### config.mk
export PLATFORM = sky130hd
export DESIGN_NAME = frc_reset_capture
export DESIGN_NICKNAME = d
export VERILOG_FILES = /design/src/include/frc_pkg.sv /design/src/design/frc_config_latch.sv /design/src/design/frc_reset_capture.sv
export VERILOG_INCLUDE_DIRS = /design/src /design/src/include
export SDC_FILE = /design/constraint.sdc
export NUM_CORES = 1
export LEC_CHECK = 0
export BUFFER_PORTS_ARGS = -buffer_cell sky130_fd_sc_hd__buf_2
export CAP_MARGIN = 15
export CORE_MARGIN = 2
export CORE_UTILIZATION = 45
export DETAILED_ROUTE_END_ITERATION = 7
export GPL_TIMING_DRIVEN = 0
export PLACE_DENSITY_LB_ADDON = 0.12
export SYNTH_ARGS = -nofsm -noshare
export SYNTH_HDL_FRONTEND = slang
export SYNTH_SLANG_ARGS = --single-unit
### constraint.sdc
create_clock -name clk -period 1.34 [get_ports clk]
set_input_delay 0.201 -clock clk [delete_from_list [all_inputs] [get_ports clk]]
set_output_delay 0.201 -clock clk [all_outputs]
set_load 0.01 [all_outputs]
### src/include/frc_map.svh
// Purpose: constants for the reset and configuration capture block
// Assumes: one 100 MHz clock
// Notes: encodings of the captured strap fields
`ifndef FRC_MAP_SVH
`define FRC_MAP_SVH
`define FRC_DATA_W 18
`define FRC_PTR_W 17
`define FRC_PTR_RESET 17'h00000
`define FRC_DATA_RESET 18'h00000
`define FRC_OFFSET_W 10
`define FRC_DEFAULT_0 10'h07F
`define FRC_DEFAULT_1 10'h3FF
`define FRC_DEFAULT_2 10'h00F
`define FRC_DEFAULT_3 10'h01F
`define FRC_DEFAULT_4 10'h03F
`define FRC_DEFAULT_5 10'h007
`define FRC_DEFAULT_6 10'h0FF
`define FRC_DEFAULT_7 10'h1FF
`endif

### src/include/frc_pkg.sv
// Purpose: types for the reset and configuration capture block
// Assumes: frc_map.svh included for widths
// Notes: configuration travels as one packed struct
package frc_pkg;
   typedef enum logic [1:0] {
      FRC_IN_RESET = 2'h1,
      FRC_RUNNING = 2'h2
   } frc_state_t;

   typedef struct packed {
      logic fall_through;
      logic write_x9;
      logic read_x9;
      logic big_endian;
      logic zero_latency;
      logic parity_interspersed;
      logic flag_sync;
      logic serial_program;
      logic [2:0] default_index;
   } frc_config_t;
endpackage

### src/design/frc_config_latch.sv
// Purpose: holds strap selections captured during master reset
// Assumes: straps synchronous to clk
// Notes: value frozen while master reset is inactive
`timescale 1ns/1ps
`default_nettype none
module frc_config_latch
   import frc_pkg::*;
(
   input wire logic clk,
   input wire logic rst_n,
   input wire logic capture,
   input wire frc_config_t straps,
   output var frc_config_t config_q
);
   always_ff @(posedge clk) begin
      if (!rst_n) begin
         config_q <= '0;
      end else if (capture) begin
         config_q <= straps;
      end
      // held otherwise, later strap changes ignored
   end
endmodule
`default_nettype wire

### src/design/frc_reset_capture.sv
// Purpose: master reset handling and strap capture for a FIFO
// Assumes: all pins synchronous to clk; master_reset active high
// Notes: pointers and output register cleared by master reset
`timescale 1ns/1ps
`default_nettype none
`include "frc_map.svh"
module frc_reset_capture
   import frc_pkg::*;
#(
   parameter int DATA_W = `FRC_DATA_W,
   parameter int PTR_W = `FRC_PTR_W
)(
   input wire logic clk,
   input wire logic rst_n,
   input wire logic master_reset,
   input wire logic offset_load_n,
   input wire logic flag_default_select_0,
   input wire logic flag_default_select_1,
   input wire logic first_word_fall_through,
   input wire logic write_port_width,
   input wire logic read_port_width,
   input wire logic big_endian_select,
   input wire logic zero_latency_select,
   input wire logic parity_layout_select,
   input wire logic flag_timing_select,
   input wire logic output_enable_n,
   input wire logic write_advance,
   input wire logic read_advance,
   input wire logic [DATA_W-1:0] read_word,
   output logic [PTR_W-1:0] write_pointer,
   output logic [PTR_W-1:0] read_pointer,
   output logic [DATA_W-1:0] data_outputs,
   output logic data_outputs_oe,
   output logic [`FRC_OFFSET_W-1:0] default_offset,
   output logic serial_program,
   output logic offset_access_en,
   output logic fall_through_mode,
   output logic write_is_x9,
   output logic read_is_x9,
   output logic big_endian,
   output logic zero_latency,
   output logic parity_interspersed,
   output logic flag_sync,
   output logic configured
);
   // parameter values the capture logic cannot serve
   if (DATA_W != `FRC_DATA_W) begin : g_bad_data_w
      $error("frc_reset_capture: DATA_W must be 18");
   end
   if (PTR_W < 1 || PTR_W > `FRC_PTR_W) begin : g_bad_ptr_w
      $error("frc_reset_capture: PTR_W out of range");
   end

   function automatic logic [`FRC_OFFSET_W-1:0] default_of(
      input logic [2:0] idx);
      logic [`FRC_OFFSET_W-1:0] v;
      v = `FRC_DEFAULT_0;
      unique case (idx)
         3'h0: v = `FRC_DEFAULT_0;
         3'h1: v = `FRC_DEFAULT_1;
         3'h2: v = `FRC_DEFAULT_2;
         3'h3: v = `FRC_DEFAULT_3;
         3'h4: v = `FRC_DEFAULT_4;
         3'h5: v = `FRC_DEFAULT_5;
         3'h6: v = `FRC_DEFAULT_6;
         3'h7: v = `FRC_DEFAULT_7;
      endcase
      return v;
   endfunction

   // pointer step, wraps at the top of the memory
   function automatic logic [PTR_W-1:0] bump(input logic [PTR_W-1:0] p);
      return PTR_W'(p + 1'b1);
   endfunction

   frc_state_t state;
   frc_config_t straps;
   frc_config_t config_q;

   // strap pins gathered into the captured form
   always_comb begin
      straps.fall_through = first_word_fall_through;
      straps.write_x9 = write_port_width;
      straps.read_x9 = read_port_width;
      straps.big_endian = big_endian_select;
      straps.zero_latency = zero_latency_select;
      straps.parity_interspersed = parity_layout_select;
      straps.flag_sync = flag_timing_select;
      straps.serial_program = offset_load_n;
      straps.default_index = {offset_load_n, flag_default_select_1,
         flag_default_select_0};
   end

   // frozen copy, loaded only while master reset is high
   frc_config_latch u_latch (
      .clk(clk),
      .rst_n(rst_n),
      .capture(master_reset),
      .straps(straps),
      .config_q(config_q)
   );

   // running once master reset has been released
   always_ff @(posedge clk) begin
      if (!rst_n) begin
         state <= FRC_IN_RESET;
      end else begin
         unique case (state)
            FRC_IN_RESET: begin
               if (!master_reset) begin
                  state <= FRC_RUNNING;
               end
            end
            FRC_RUNNING: begin
               if (master_reset) begin
                  state <= FRC_IN_RESET;
               end
            end
            default: state <= FRC_IN_RESET;
         endcase
      end
   end

   // pointers restart at zero on master reset
   always_ff @(posedge clk) begin
      if (!rst_n || master_reset) begin
         write_pointer <= PTR_W'(`FRC_PTR_RESET);
      end else if (write_advance) begin
         write_pointer <= bump(write_pointer);
      end
   end

   always_ff @(posedge clk) begin
      if (!rst_n || master_reset) begin
         read_pointer <= PTR_W'(`FRC_PTR_RESET);
      end else if (read_advance) begin
         read_pointer <= bump(read_pointer);
      end
   end

   // output register, cleared by master reset
   always_ff @(posedge clk) begin
      if (!rst_n || master_reset) begin
         data_outputs <= DATA_W'(`FRC_DATA_RESET);
      end else if (read_advance) begin
         data_outputs <= read_word;
      end
   end

   // drive enable, high while the data outputs are driven
   always_ff @(posedge clk) begin
      if (!rst_n) begin
         data_outputs_oe <= 1'b0;
      end else begin
         data_outputs_oe <= !output_enable_n;
      end
   end

   // after master reset the load pin gates offset access
   always_ff @(posedge clk) begin
      if (!rst_n || master_reset) begin
         offset_access_en <= 1'b0;
      end else begin
         offset_access_en <= !offset_load_n;
      end
   end

   // load strap picks the default table entry and the method
   always_ff @(posedge clk) begin
      if (!rst_n) begin
         default_offset <= `FRC_DEFAULT_0;
         serial_program <= 1'b0;
      end else begin
         default_offset <= default_of(config_q.default_index);
         serial_program <= config_q.serial_program;
      end
   end

   // timing, width, byte order, parity and flag timing modes
   always_ff @(posedge clk) begin
      if (!rst_n) begin
         fall_through_mode <= 1'b0;
         write_is_x9 <= 1'b0;
         read_is_x9 <= 1'b0;
         big_endian <= 1'b0;
         zero_latency <= 1'b0;
         parity_interspersed <= 1'b0;
         flag_sync <= 1'b0;
      end else begin
         fall_through_mode <= config_q.fall_through;
         write_is_x9 <= config_q.write_x9;
         read_is_x9 <= config_q.read_x9;
         big_endian <= config_q.big_endian;
         zero_latency <= config_q.zero_latency;
         parity_interspersed <= config_q.parity_interspersed;
         flag_sync <= config_q.flag_sync;
      end
   end

   // high once master reset has ended and the straps are frozen
   always_ff @(posedge clk) begin
      if (!rst_n) begin
         configured <= 1'b0;
      end else begin
         configured <= (state == FRC_RUNNING);
      end
   end
endmodule
`default_nettype wire

==> results of run 1 <==
through the flow:
step                      TNS, ns   util  hold slack (ns)
final                      -0.211  0.655           0.0347
after global routing       -0.822  0.655           0.0244
after CTS                  -0.136  0.634           0.0214
after detailed placement    -7.44  0.565            0.361
after global placement      -6.66  0.565            0.358
after floorplan           -0.0280      -            0.273
per-layer routing:
layer / wire length [µm] / up-vias / global-route usage
met5: 0 / - / 0
met4: 134 / 0 / 0.0909
met3: 343 / 12 / 0.0427
met2: 3490 / 60 / 0.303
met1: 3180 / 1253 / 0.221
li1: - / 1350 / -
report_power, final:
group / total (µW) / internal (µW) / switching, µW
sequential: 2510 / 2480 / 31.4
clock: 1960 / 1060 / 899
combinational: 327 / 159 / 168
total: 4790 / 3700 / 1100
worst paths after layout:
kind | startpoint | endpoint | slack [ns]
max | read_pointer[6] | read_pointer[14] | -0.05
min | offset_load_n | offset_access_en | 0.03
max reg2reg | read_pointer[6] | read_pointer[14] | -0.05
min reg2reg | u_latch.config_q[6] | zero_latency | 0.46
flip-flops by register name (all words and copies together) (netlist names):
name / count
data_outputs: 18
read_pointer: 17
write_pointer: 17
u_latch.config_q: 10
default_offset: 7
state: 2
big_endian: 1
configured: 1
data_outputs_oe: 1
fall_through_mode: 1
flag_sync: 1
offset_access_en: 1
parity_interspersed: 1
read_is_x9: 1
serial_program: 1
write_is_x9: 1
zero_latency: 1
cell usage after synthesis, types with 2 or more instances:
| library cell | count | share of area |
|---|---|---|
| nor2_1 | 48 | 0.058 |
| clkbuf_1 | 9 | 0.011 |
| buf_4 | 3 | 0.0072 |
| xnor2_1 | 13 | 0.036 |
| a21oi_1 | 8 | 0.013 |
| or4_1 | 2 | 0.0048 |
| nand2b_1 | 2 | 0.0040 |
| inv_1 | 5 | 0.0060 |
| xor2_1 | 12 | 0.034 |
| ha_1 | 2 | 0.0080 |
| nor3_1 | 6 | 0.0096 |
| nand4_1 | 13 | 0.026 |
| mux2i_1 | 31 | 0.099 |
| and3_1 | 3 | 0.0060 |
| nand2_1 | 17 | 0.020 |
| buf_2 | 4 | 0.0064 |
| nor4_1 | 5 | 0.010 |
| dfxtp_1 | 82 | 0.53 |
| nand3_1 | 4 | 0.0064 |
| o31ai_1 | 2 | 0.0048 |
| nor2b_1 | 14 | 0.028 |
| and2_1 | 8 | 0.016 |
| and4_2 | 3 | 0.0096 |
| or3_1 | 4 | 0.0080 |
| o21ai_0 | 6 | 0.0096 |
layout make-up:
| class | instances | area [µm²] |
|---|---|---|
| Fill cell | 539 | 2330 |
| Sequential cell | 82 | 1700 |
| Multi-Input combinational cell | 214 | 1560 |
| Timing Repair Buffer | 130 | 733 |
| Clock buffer | 10 | 128 |
| Buffer | 18 | 103 |
| Tap cell | 80 | 100 |
| Clock inverter | 6 | 88.8 |
| Inverter | 5 | 18.8 |
cells by family after synthesis:
family	after synthesis	share of synthesized area
xor gates and xnor gates	25	0.0700
and+or+nand+nor	134	0.224
AOI/OAI and AO/OA	18	0.0332
buffers and inverters	23	0.0352
muxes	32	0.103
adders and majority gates	2	0.00800
DFF	82	0.525
other	1	0.00120
worst max-delay path: stages (launching register included):
cell	delay, ns
dfxtp_2	0.35
nand4_1	0.23
buf_8	0.22
buf_6	0.11
nor4_4	0.14
xnor2_1	0.15
nor2_1	0.06
timing repair:
action                     4_1_cts  5_1_grt
gates resized for setup         21       22
hold buffers                     1        0
setup endpoints to repair       15       17
hold endpoints to repair         1        0
setup buffers                   17       10
pin swaps                       12       16
cloned                           1        0
==> impl_metrics.py, run 1 <==
metrics = {
    "logic_synthesis": {
        "ys_types": 36,
        "synth_edf_count": 0,
        "syn_avg_cell_area_um2": 9.86,
        "syn_inst": 317,
        "ys_async_sr_fraction": 0,
        "synthFlopType": "dfxtp_1",
        "ys.warnings.count": 0,
        "synth_area_um2": 3130,
        "yosysSeqAreaShare": 0.525,
        "synth-seq-cells": 82,
    },
    "layout": {
        "num_antenna_cells": 0,
        "layoutNonFillerInstCount": 545,
        "drive_gt1_frac": 0.439,
        "area_growth_pct": 41.6,
        "fin_area_um2": 4430,
        "final_common_cell": "buf_2",
        "final_cell_mix": "buf_2, dfxtp_1, nor2_1",
        "fin_nets": 496,
    },
    "grt": {
        "grt_pass1_wl_um": 10900,
        "grt_max_degree": 15,
        "antenna_found_initial": 0,
        "grt_usage": 0.183,
        "overflow": 0,
        "grt_pass1_vias": 2452,
    },
    "timing": {
        "period_share": 1.03,
        "finClkSkew_ns": 0.00485,
        "min_period_ns": 1.39,
        "final-setup-viol-count": 7,
        "final_max_slew_viol_count": 0,
        "final-hold-violation-count": 0,
        "worst_pin_slew_ns": 0.505,
        "max_freq_ghz": 0.722,
        "rsz0062_at_grt": "yes",
        "final.setup.worst_slack_ns": -0.0451,
        "slew_headroom": 0.663,
    },
    "cts": {
        "cts-root-buf": "clkbuf_8",
        "cts_tree": "done",
        "clock_latency_ns": 0.35,
        "cts_buffer_depth": 2,
        "clock_sinks": 82,
        "numCtsBuffers": 9,
        "clk_pin_slew_ns": 0.08,
        "htreeDepth": 3,
    },
    "drt": {
        "drt_iter0_drc": 72,
        "num_vias": 2675,
        "drt.antenna.violating_nets": 0,
        "dr.pass1.iters": 4,
        "via_per_inst": 4.91,
        "wl_um": 7150,
        "drc_errors": 0,
        "wl_per_cell_um": 13.1,
    },
    "job": {
        "maxCapViolations": 0,
    },
    "floorplan": {
        "die_area_um2": 7630,
        "die_w_um": 87.4,
        "die_h_um": 87.4,
        "coreArea_um2": 6760,
        "io_pins": 107,
        "rows": 30,
        "initial_core_util": 0.463,
    },
    "worst_setup_path": {
        "end_kind": "register",
        "ff2ff_path_depth": 6,
        "cp.required_ns": 1.56,
        "crit_type": "register to register",
        "arrival_ns": 1.61,
        "crit_fanout": 5,
        "cp-start-kind": "register",
    },
    "power": {
        "leakagePower_uw": 0.00209,
        "power_density_nw_per_um2": 1080,
        "ir_drop_v": 0.000656,
        "total_power_uw": 4790,
    },
    "min_path": {
        "min_path_cells": 2,
        "min_path_type": "input pin to register",
    },
    "outcome": {
        "violations": "setup timing",
        "status": "finished, violations left",
    },
    "place": {
        "gp_congestion": 0.793,
        "hpwl_um": 4750,
        "postPlaceCellArea_um2": 3820,
        "portBuffers": 101,
        "placedCellCount": 500,
        "dp_slack_ns": -0.186,
    },
}
Note: power is estimated with default switching activity, not from simulation.
==> run 2, diff against run 1 <==
--- a/config.mk
+++ b/config.mk
@@ -6,6 +6,7 @@
 export SDC_FILE = /design/constraint.sdc
 export NUM_CORES = 1
 export LEC_CHECK = 0
+export ABC_AREA = 1
 export BUFFER_PORTS_ARGS = -buffer_cell sky130_fd_sc_hd__buf_2
 export CAP_MARGIN = 15
 export CORE_MARGIN = 2
==> run 2 against run 1 <==
  * The flow now finishes without violations
  * Clock power is 15% lower
  * Sequential share of layout area grew 0.54 points
  * Largest power group unchanged
  * Critical path type unchanged
  * Worst hold slack better by 0.026 ns
==> impl_metrics.py, run 2 <==
metrics = {
    "drt": {
        "drc_errors": 0,
        "num_vias": 3166,
        "wl_um": 7600,
        "drt_iter0_drc": 154,
        "drt.antenna.violating_nets": 0,
        "dr.pass1.iters": 4,
        "via_per_inst": 4.67,
        "wl_per_cell_um": 11.2,
    },
    "grt": {
        "grt_pass1_vias": 2761,
        "busiest_layer": "met2",
        "overflow": 0,
        "grt_max_degree": 16,
        "grt_pass1_wl_um": 12600,
        "antenna_found_initial": 0,
        "use_met1": 0.245,
        "grtUsageMet3": 0.0486,
        "grt_usage": 0.189,
        "grtUsageMet2": 0.299,
    },
    "min_path": {
        "min_path_type": "input pin to register",
    },
    "timing": {
        "final_max_slew_viol_count": 0,
        "hold-worst-slack_ns": 0.0610,
        "final-setup-viol-count": 0,
        "rsz0062_at_grt": "yes",
        "final-hold-violation-count": 0,
        "min_period_ns": 1.25,
        "finClkSkew_ns": 0.0111,
        "period_share": 0.934,
        "max_freq_ghz": 0.799,
    },
    "logic_synthesis": {
        "synth_area_leaders": "dfxtp_1, nand2_1, nor2_1",
        "yosysMostFrequentCell": "nand2_1",
        "synth_area_um2": 3330,
        "ys.warnings.count": 0,
        "yosysSeqAreaShare": 0.492,
        "synth-seq-cells": 82,
        "synth_top_cell_area_share": 0.492,
        "synthTopCellsByCount": "nand2_1, dfxtp_1, nor2_1",
        "synth_edf_count": 0,
        "ys_async_sr_fraction": 0,
        "syn_inst": 456,
        "synthFlopType": "dfxtp_1",
        "syn_avg_cell_area_um2": 7.31,
        "ys_types": 30,
        "synth_area_leader_cell": "dfxtp_1",
    },
    "power": {
        "leakagePower_uw": 0.00196,
        "total_power_uw": 4540,
        "ir_drop_v": 0.000556,
        "power_density_nw_per_um2": 1070,
    },
    "floorplan": {
        "die_h_um": 90.1,
        "rows": 31,
        "die_w_um": 90.1,
        "initial_core_util": 0.462,
        "io_pins": 107,
        "coreArea_um2": 7210,
        "die_area_um2": 8110,
    },
    "cts": {
        "clock_latency_ns": 0.35,
        "numCtsBuffers": 9,
        "htreeDepth": 3,
        "clock_sinks": 82,
        "cts_tree": "done",
        "cts_buffer_depth": 2,
        "cts-root-buf": "clkbuf_8",
        "clk_pin_slew_ns": 0.09,
    },
    "place": {
        "hpwl_um": 5600,
        "gp_congestion": 0.832,
        "portBuffers": 101,
        "placedCellCount": 658,
    },
    "layout": {
        "num_antenna_cells": 0,
        "drive_gt1_frac": 0.295,
        "layoutNonFillerInstCount": 678,
        "fin_util": 0.591,
        "final_cell_mix": "nand2_1, buf_2, dfxtp_1",
        "area_growth_pct": 27.9,
        "largest-register": "data_outputs",
        "largest_reg_flops": 18,
        "fin_nets": 610,
        "num-fill-cells": 700,
        "final_common_cell": "nand2_1",
        "reg.largest.list": "data_outputs x18, read_pointer x17, write_pointer x17",
    },
    "outcome": {
        "status": "finished, final reports clean",
    },
    "worst_setup_path": {
        "crit_top_cell": "nor2_4",
        "crit_buf_inv": 1,
        "crit_fanout": 6,
        "arrival_ns": 1.50,
        "crit_path_max_incr_delay_ns": 0.39,
        "cp-start-kind": "register",
        "cp_cell_sequence": "ha_4, inv_1, nor2_4, nand2_2, nor2_4, nand3_2, nand2_1, nor2_1",
        "end_kind": "register",
        "crit_type": "register to register",
        "cpMaxStageDelayCell": "dfxtp_4",
        "cp.required_ns": 1.58,
        "crit_family": "simple AND/OR/NAND/NOR gates",
    },
    "job": {
        "maxCapViolations": 0,
    },
}
run 2: changes by cell type after synthesis, sizes merged, moves of 12 or more:
cell	change
o21ai	+12
nor2	+36
a21oi	+33
nand2	+103
xnor2	-13
mux2i	-31
inv	+43
nor2b	-14
nand3	+18
run 2: worst reg2reg max path, cell delays in order, from the launching register on:
cell and delay [ns]:
dfxtp_4 0.39, ha_4 0.16, inv_1 0.07, nor2_4 0.10, nand2_2 0.08, nor2_4 0.18, nand3_2 0.08, nand2_1 0.06
nor2_1 0.03
run 2: power by group:
group	total (µW)	switching (µW)	leakage, µW	internal, µW
sequential	2540	35.6	0.000673	2500
clock	1670	925	0.0000912	746
combinational	337	198	0.00119	139
total	4540	1160	0.00196	3390
run 2: repair_timing:
action	4_1_cts	5_1_grt
setup buffers	0	2
hold buffers	2	0
hold endpoints to repair	2	0
gates resized for setup	7	17
pin swaps	1	4
setup endpoints to repair	9	17
run 2: cell families (layout without fill, tap and decap cells):
kind of cell	after synthesis	in the layout	share of synthesized area
and+or+nand+nor	239	239	0.311
buffers and inverters	65	186	0.0810
adders and majority gates	2	2	0.00750
AOI/OAI and AO/OA	66	66	0.104
DFF	82	82	0.492
other	1	3	0.00112
xor gates and xnor gates	1	1	0.00263
run 2: path summary, 6_finish.rpt:
path	to	slack (ns)	start	cells past startpoint
min reg2reg	flag_sync	0.42	u_latch.config_q[4]	2
max reg2reg	write_pointer[14]	0.09	write_pointer[1]	8
max	write_pointer[14]	0.09	write_pointer[1]	8
min	u_latch.config_q[9]	0.06	write_port_width	3
run 2: layout make-up:
type | instances | area, µm² | share of cell area
Sequential cell | 82 | 1660 | 0.390
Multi-Input combinational cell | 311 | 1480 | 0.348
Timing Repair Buffer | 105 | 541 | 0.127
Inverter | 48 | 180 | 0.0422
Clock buffer | 10 | 138 | 0.0323
Tap cell | 99 | 124 | 0.0290
Buffer | 17 | 90.1 | 0.0211
Clock inverter | 6 | 48.8 | 0.0114
run 2: metrics by stage:
| stage | cell area (µm²) | setup WS [ns] | TNS (ns) |
|---|---|---|---|
| detailed placement | 3970 | -0.134 | -0.577 |
| global route | 4270 | -0.00897 | -0.0153 |
| floorplan | 3340 | 0.00385 | 0 |
| CTS | 4190 | 0.00125 | 0 |
| global placement | 3970 | -0.0903 | -0.439 |
| finish | 4270 | 0.0886 | 0 |
run 2: routing by layer:
metal / vias up / part of all wire
met5: - / 0
met4: 0 / 0.018
met3: 14 / 0.067
met2: 101 / 0.45
met1: 1384 / 0.47
li1: 1667 / -
==> run 3, diff against run 2 <==
--- a/config.mk
+++ b/config.mk
@@ -12,7 +12,6 @@
 export CORE_MARGIN = 2
 export CORE_UTILIZATION = 45
 export DETAILED_ROUTE_END_ITERATION = 7
-export GPL_TIMING_DRIVEN = 0
 export PLACE_DENSITY_LB_ADDON = 0.12
 export SYNTH_ARGS = -nofsm -noshare
 export SYNTH_HDL_FRONTEND = slang
==> run 3 against run 2 <==
  * Clock power increased by 13%
  * Design area decreased by 0.15%
  * Critical path type unchanged
  * Flip-flop and latch count is the same
==> impl_metrics.py, run 3 (synthesis gave the netlist of run 2 again) <==
metrics = {
    "timing": {
        "worst_pin_slew_ns": 0.557,
        "max_freq_ghz": 0.809,
        "min_period_ns": 1.24,
        "final_max_slew_viol_count": 0,
        "finClkSkew_ns": 0.00831,
        "final-setup-viol-count": 0,
        "rsz0062_at_grt": "no",
        "final-hold-violation-count": 0,
        "slew_headroom": 0.628,
        "finalSetupTns_ns": 0,
        "period_share": 0.922,
    },
    "place": {
        "postPlaceCellArea_um2": 3970,
        "portBuffers": 103,
        "gp_congestion": 0.809,
        "hpwl_um": 5300,
    },
    "power": {
        "leakagePower_uw": 0.00196,
        "ir_drop_v": 0.000548,
        "power_density_nw_per_um2": 1120,
    },
    "drt": {
        "drt_iter0_drc": 81,
        "via_per_inst": 4.62,
        "dr.pass1.iters": 4,
        "wl_per_cell_um": 10.8,
        "drt.antenna.violating_nets": 0,
        "num_vias": 3101,
        "drc_errors": 0,
        "wl_um": 7250,
    },
    "cts": {
        "cts_tree": "done",
        "numCtsBuffers": 9,
        "htreeDepth": 3,
        "cts-root-buf": "clkbuf_8",
        "cts_buffer_depth": 2,
        "clock_sinks": 82,
        "clk_pin_slew_ns": 0.08,
        "clock_latency_ns": 0.35,
    },
    "outcome": {
        "status": "finished, final reports clean",
    },
    "layout": {
        "final-seq-area_um2": 1650,
        "largest_reg_flops": 18,
        "final_cell_mix": "nand2_1, buf_2, dfxtp_1",
        "multiInputGateArea_um2": 1480,
        "drive_gt1_frac": 0.288,
        "reg.largest.list": "data_outputs x18, read_pointer x17, write_pointer x17",
        "num-fill-cells": 731,
        "final_common_cell": "nand2_1",
        "area_growth_pct": 27.7,
        "num_antenna_cells": 0,
        "largest-register": "data_outputs",
        "fin_nets": 604,
        "fin_area_um2": 4260,
    },
    "grt": {
        "grt_pass1_wl_um": 12300,
        "antenna_found_initial": 0,
        "grt_usage": 0.182,
        "overflow": 0,
        "grt_pass1_vias": 2816,
        "grt_max_degree": 34,
    },
    "job": {
        "maxCapViolations": 0,
    },
    "worst_setup_path": {
        "end_kind": "register",
        "cp-start-kind": "register",
        "crit_type": "register to register",
        "crit_fanout": 4,
        "cp.required_ns": 1.59,
        "arrival_ns": 1.49,
        "r2r_slack_ns": 0.10,
    },
    "floorplan": {
        "die_h_um": 90.1,
        "die_area_um2": 8110,
        "die_w_um": 90.1,
        "io_pins": 107,
        "initial_core_util": 0.462,
        "rows": 31,
        "coreArea_um2": 7210,
    },
    "min_path": {
        "min_path_type": "input pin to register",
    },
}
==> run 3: cell count changes in the layout (fill, tap and decap cells not counted), sizes merged <==
cell,change
inv,-3
clkbuf,-4
bufinv,+2
buf,-1
dlygate4sd3,-1
==> run 3: final cells by class <==
class / instances / area share
Sequential cell: 82 / 0.387
Tap cell: 99 / 0.0291
Inverter: 48 / 0.0423
Clock buffer: 10 / 0.0300
Clock inverter: 5 / 0.0188
Multi-Input combinational cell: 311 / 0.346
Timing Repair Buffer: 116 / 0.146
==> run 3: path summary, 6_finish.rpt <==
kind / startpoint / end / cells past startpoint
setup / recovery: write_pointer[1] / write_pointer[11] / 8
hold / removal: offset_load_n / offset_access_en / 2
setup reg to reg: write_pointer[1] / write_pointer[11] / 8
hold reg to reg: u_latch.config_q[4] / flag_sync / 2
==> run 3: power by group <==
| group | switching [µW] | internal [µW] |
|---|---|---|
| clock | 854 | 1040 |
| combinational | 192 | 133 |
| sequential | 31.7 | 2510 |
==> run 3: through the flow <==
step	util	cells	setup WS (ns)	total power [µW]	hold slack (ns)
after floorplan	-	458	0.00385	2790	0.273
after global placement	0.550	653	0.0793	2910	0.362
after detailed placement	0.550	653	0.0261	2920	0.362
after CTS	0.580	669	0.0124	4810	0.00795
after global routing	0.590	671	0.000485	4960	0.0129
final	0.590	671	0.105	4750	0.0241
==> run 3: critical path, stage by stage (launching register included) <==
cell	delay, ns
dfxtp_2	0.36
buf_4	0.13
nand3_1	0.15
nor2_4	0.19
inv_2	0.06
nor2_2	0.10
nand2_1	0.06
nand2_1	0.06
nor2_1	0.04
==> run 3: repair_timing <==
| item | in CTS | in global routing |
|---|---|---|
| pin swaps | 1 | 4 |
| endpoints found under the setup margin | 2 | 13 |
| buffers inserted | 0 | 2 |
| hold buffers | 1 | 0 |
| hold endpoints to repair | 1 | 0 |
| gates resized for setup | 1 | 18 |
==> run 3: layer usage <==
layer / up-vias / routed length (µm) / track usage
met5: - / 0 / 0
met4: 0 / 133 / 0.0846
li1: 1649 / - / -
met2: 84 / 3220 / 0.296
met1: 1357 / 3460 / 0.234
met3: 11 / 435 / 0.0369
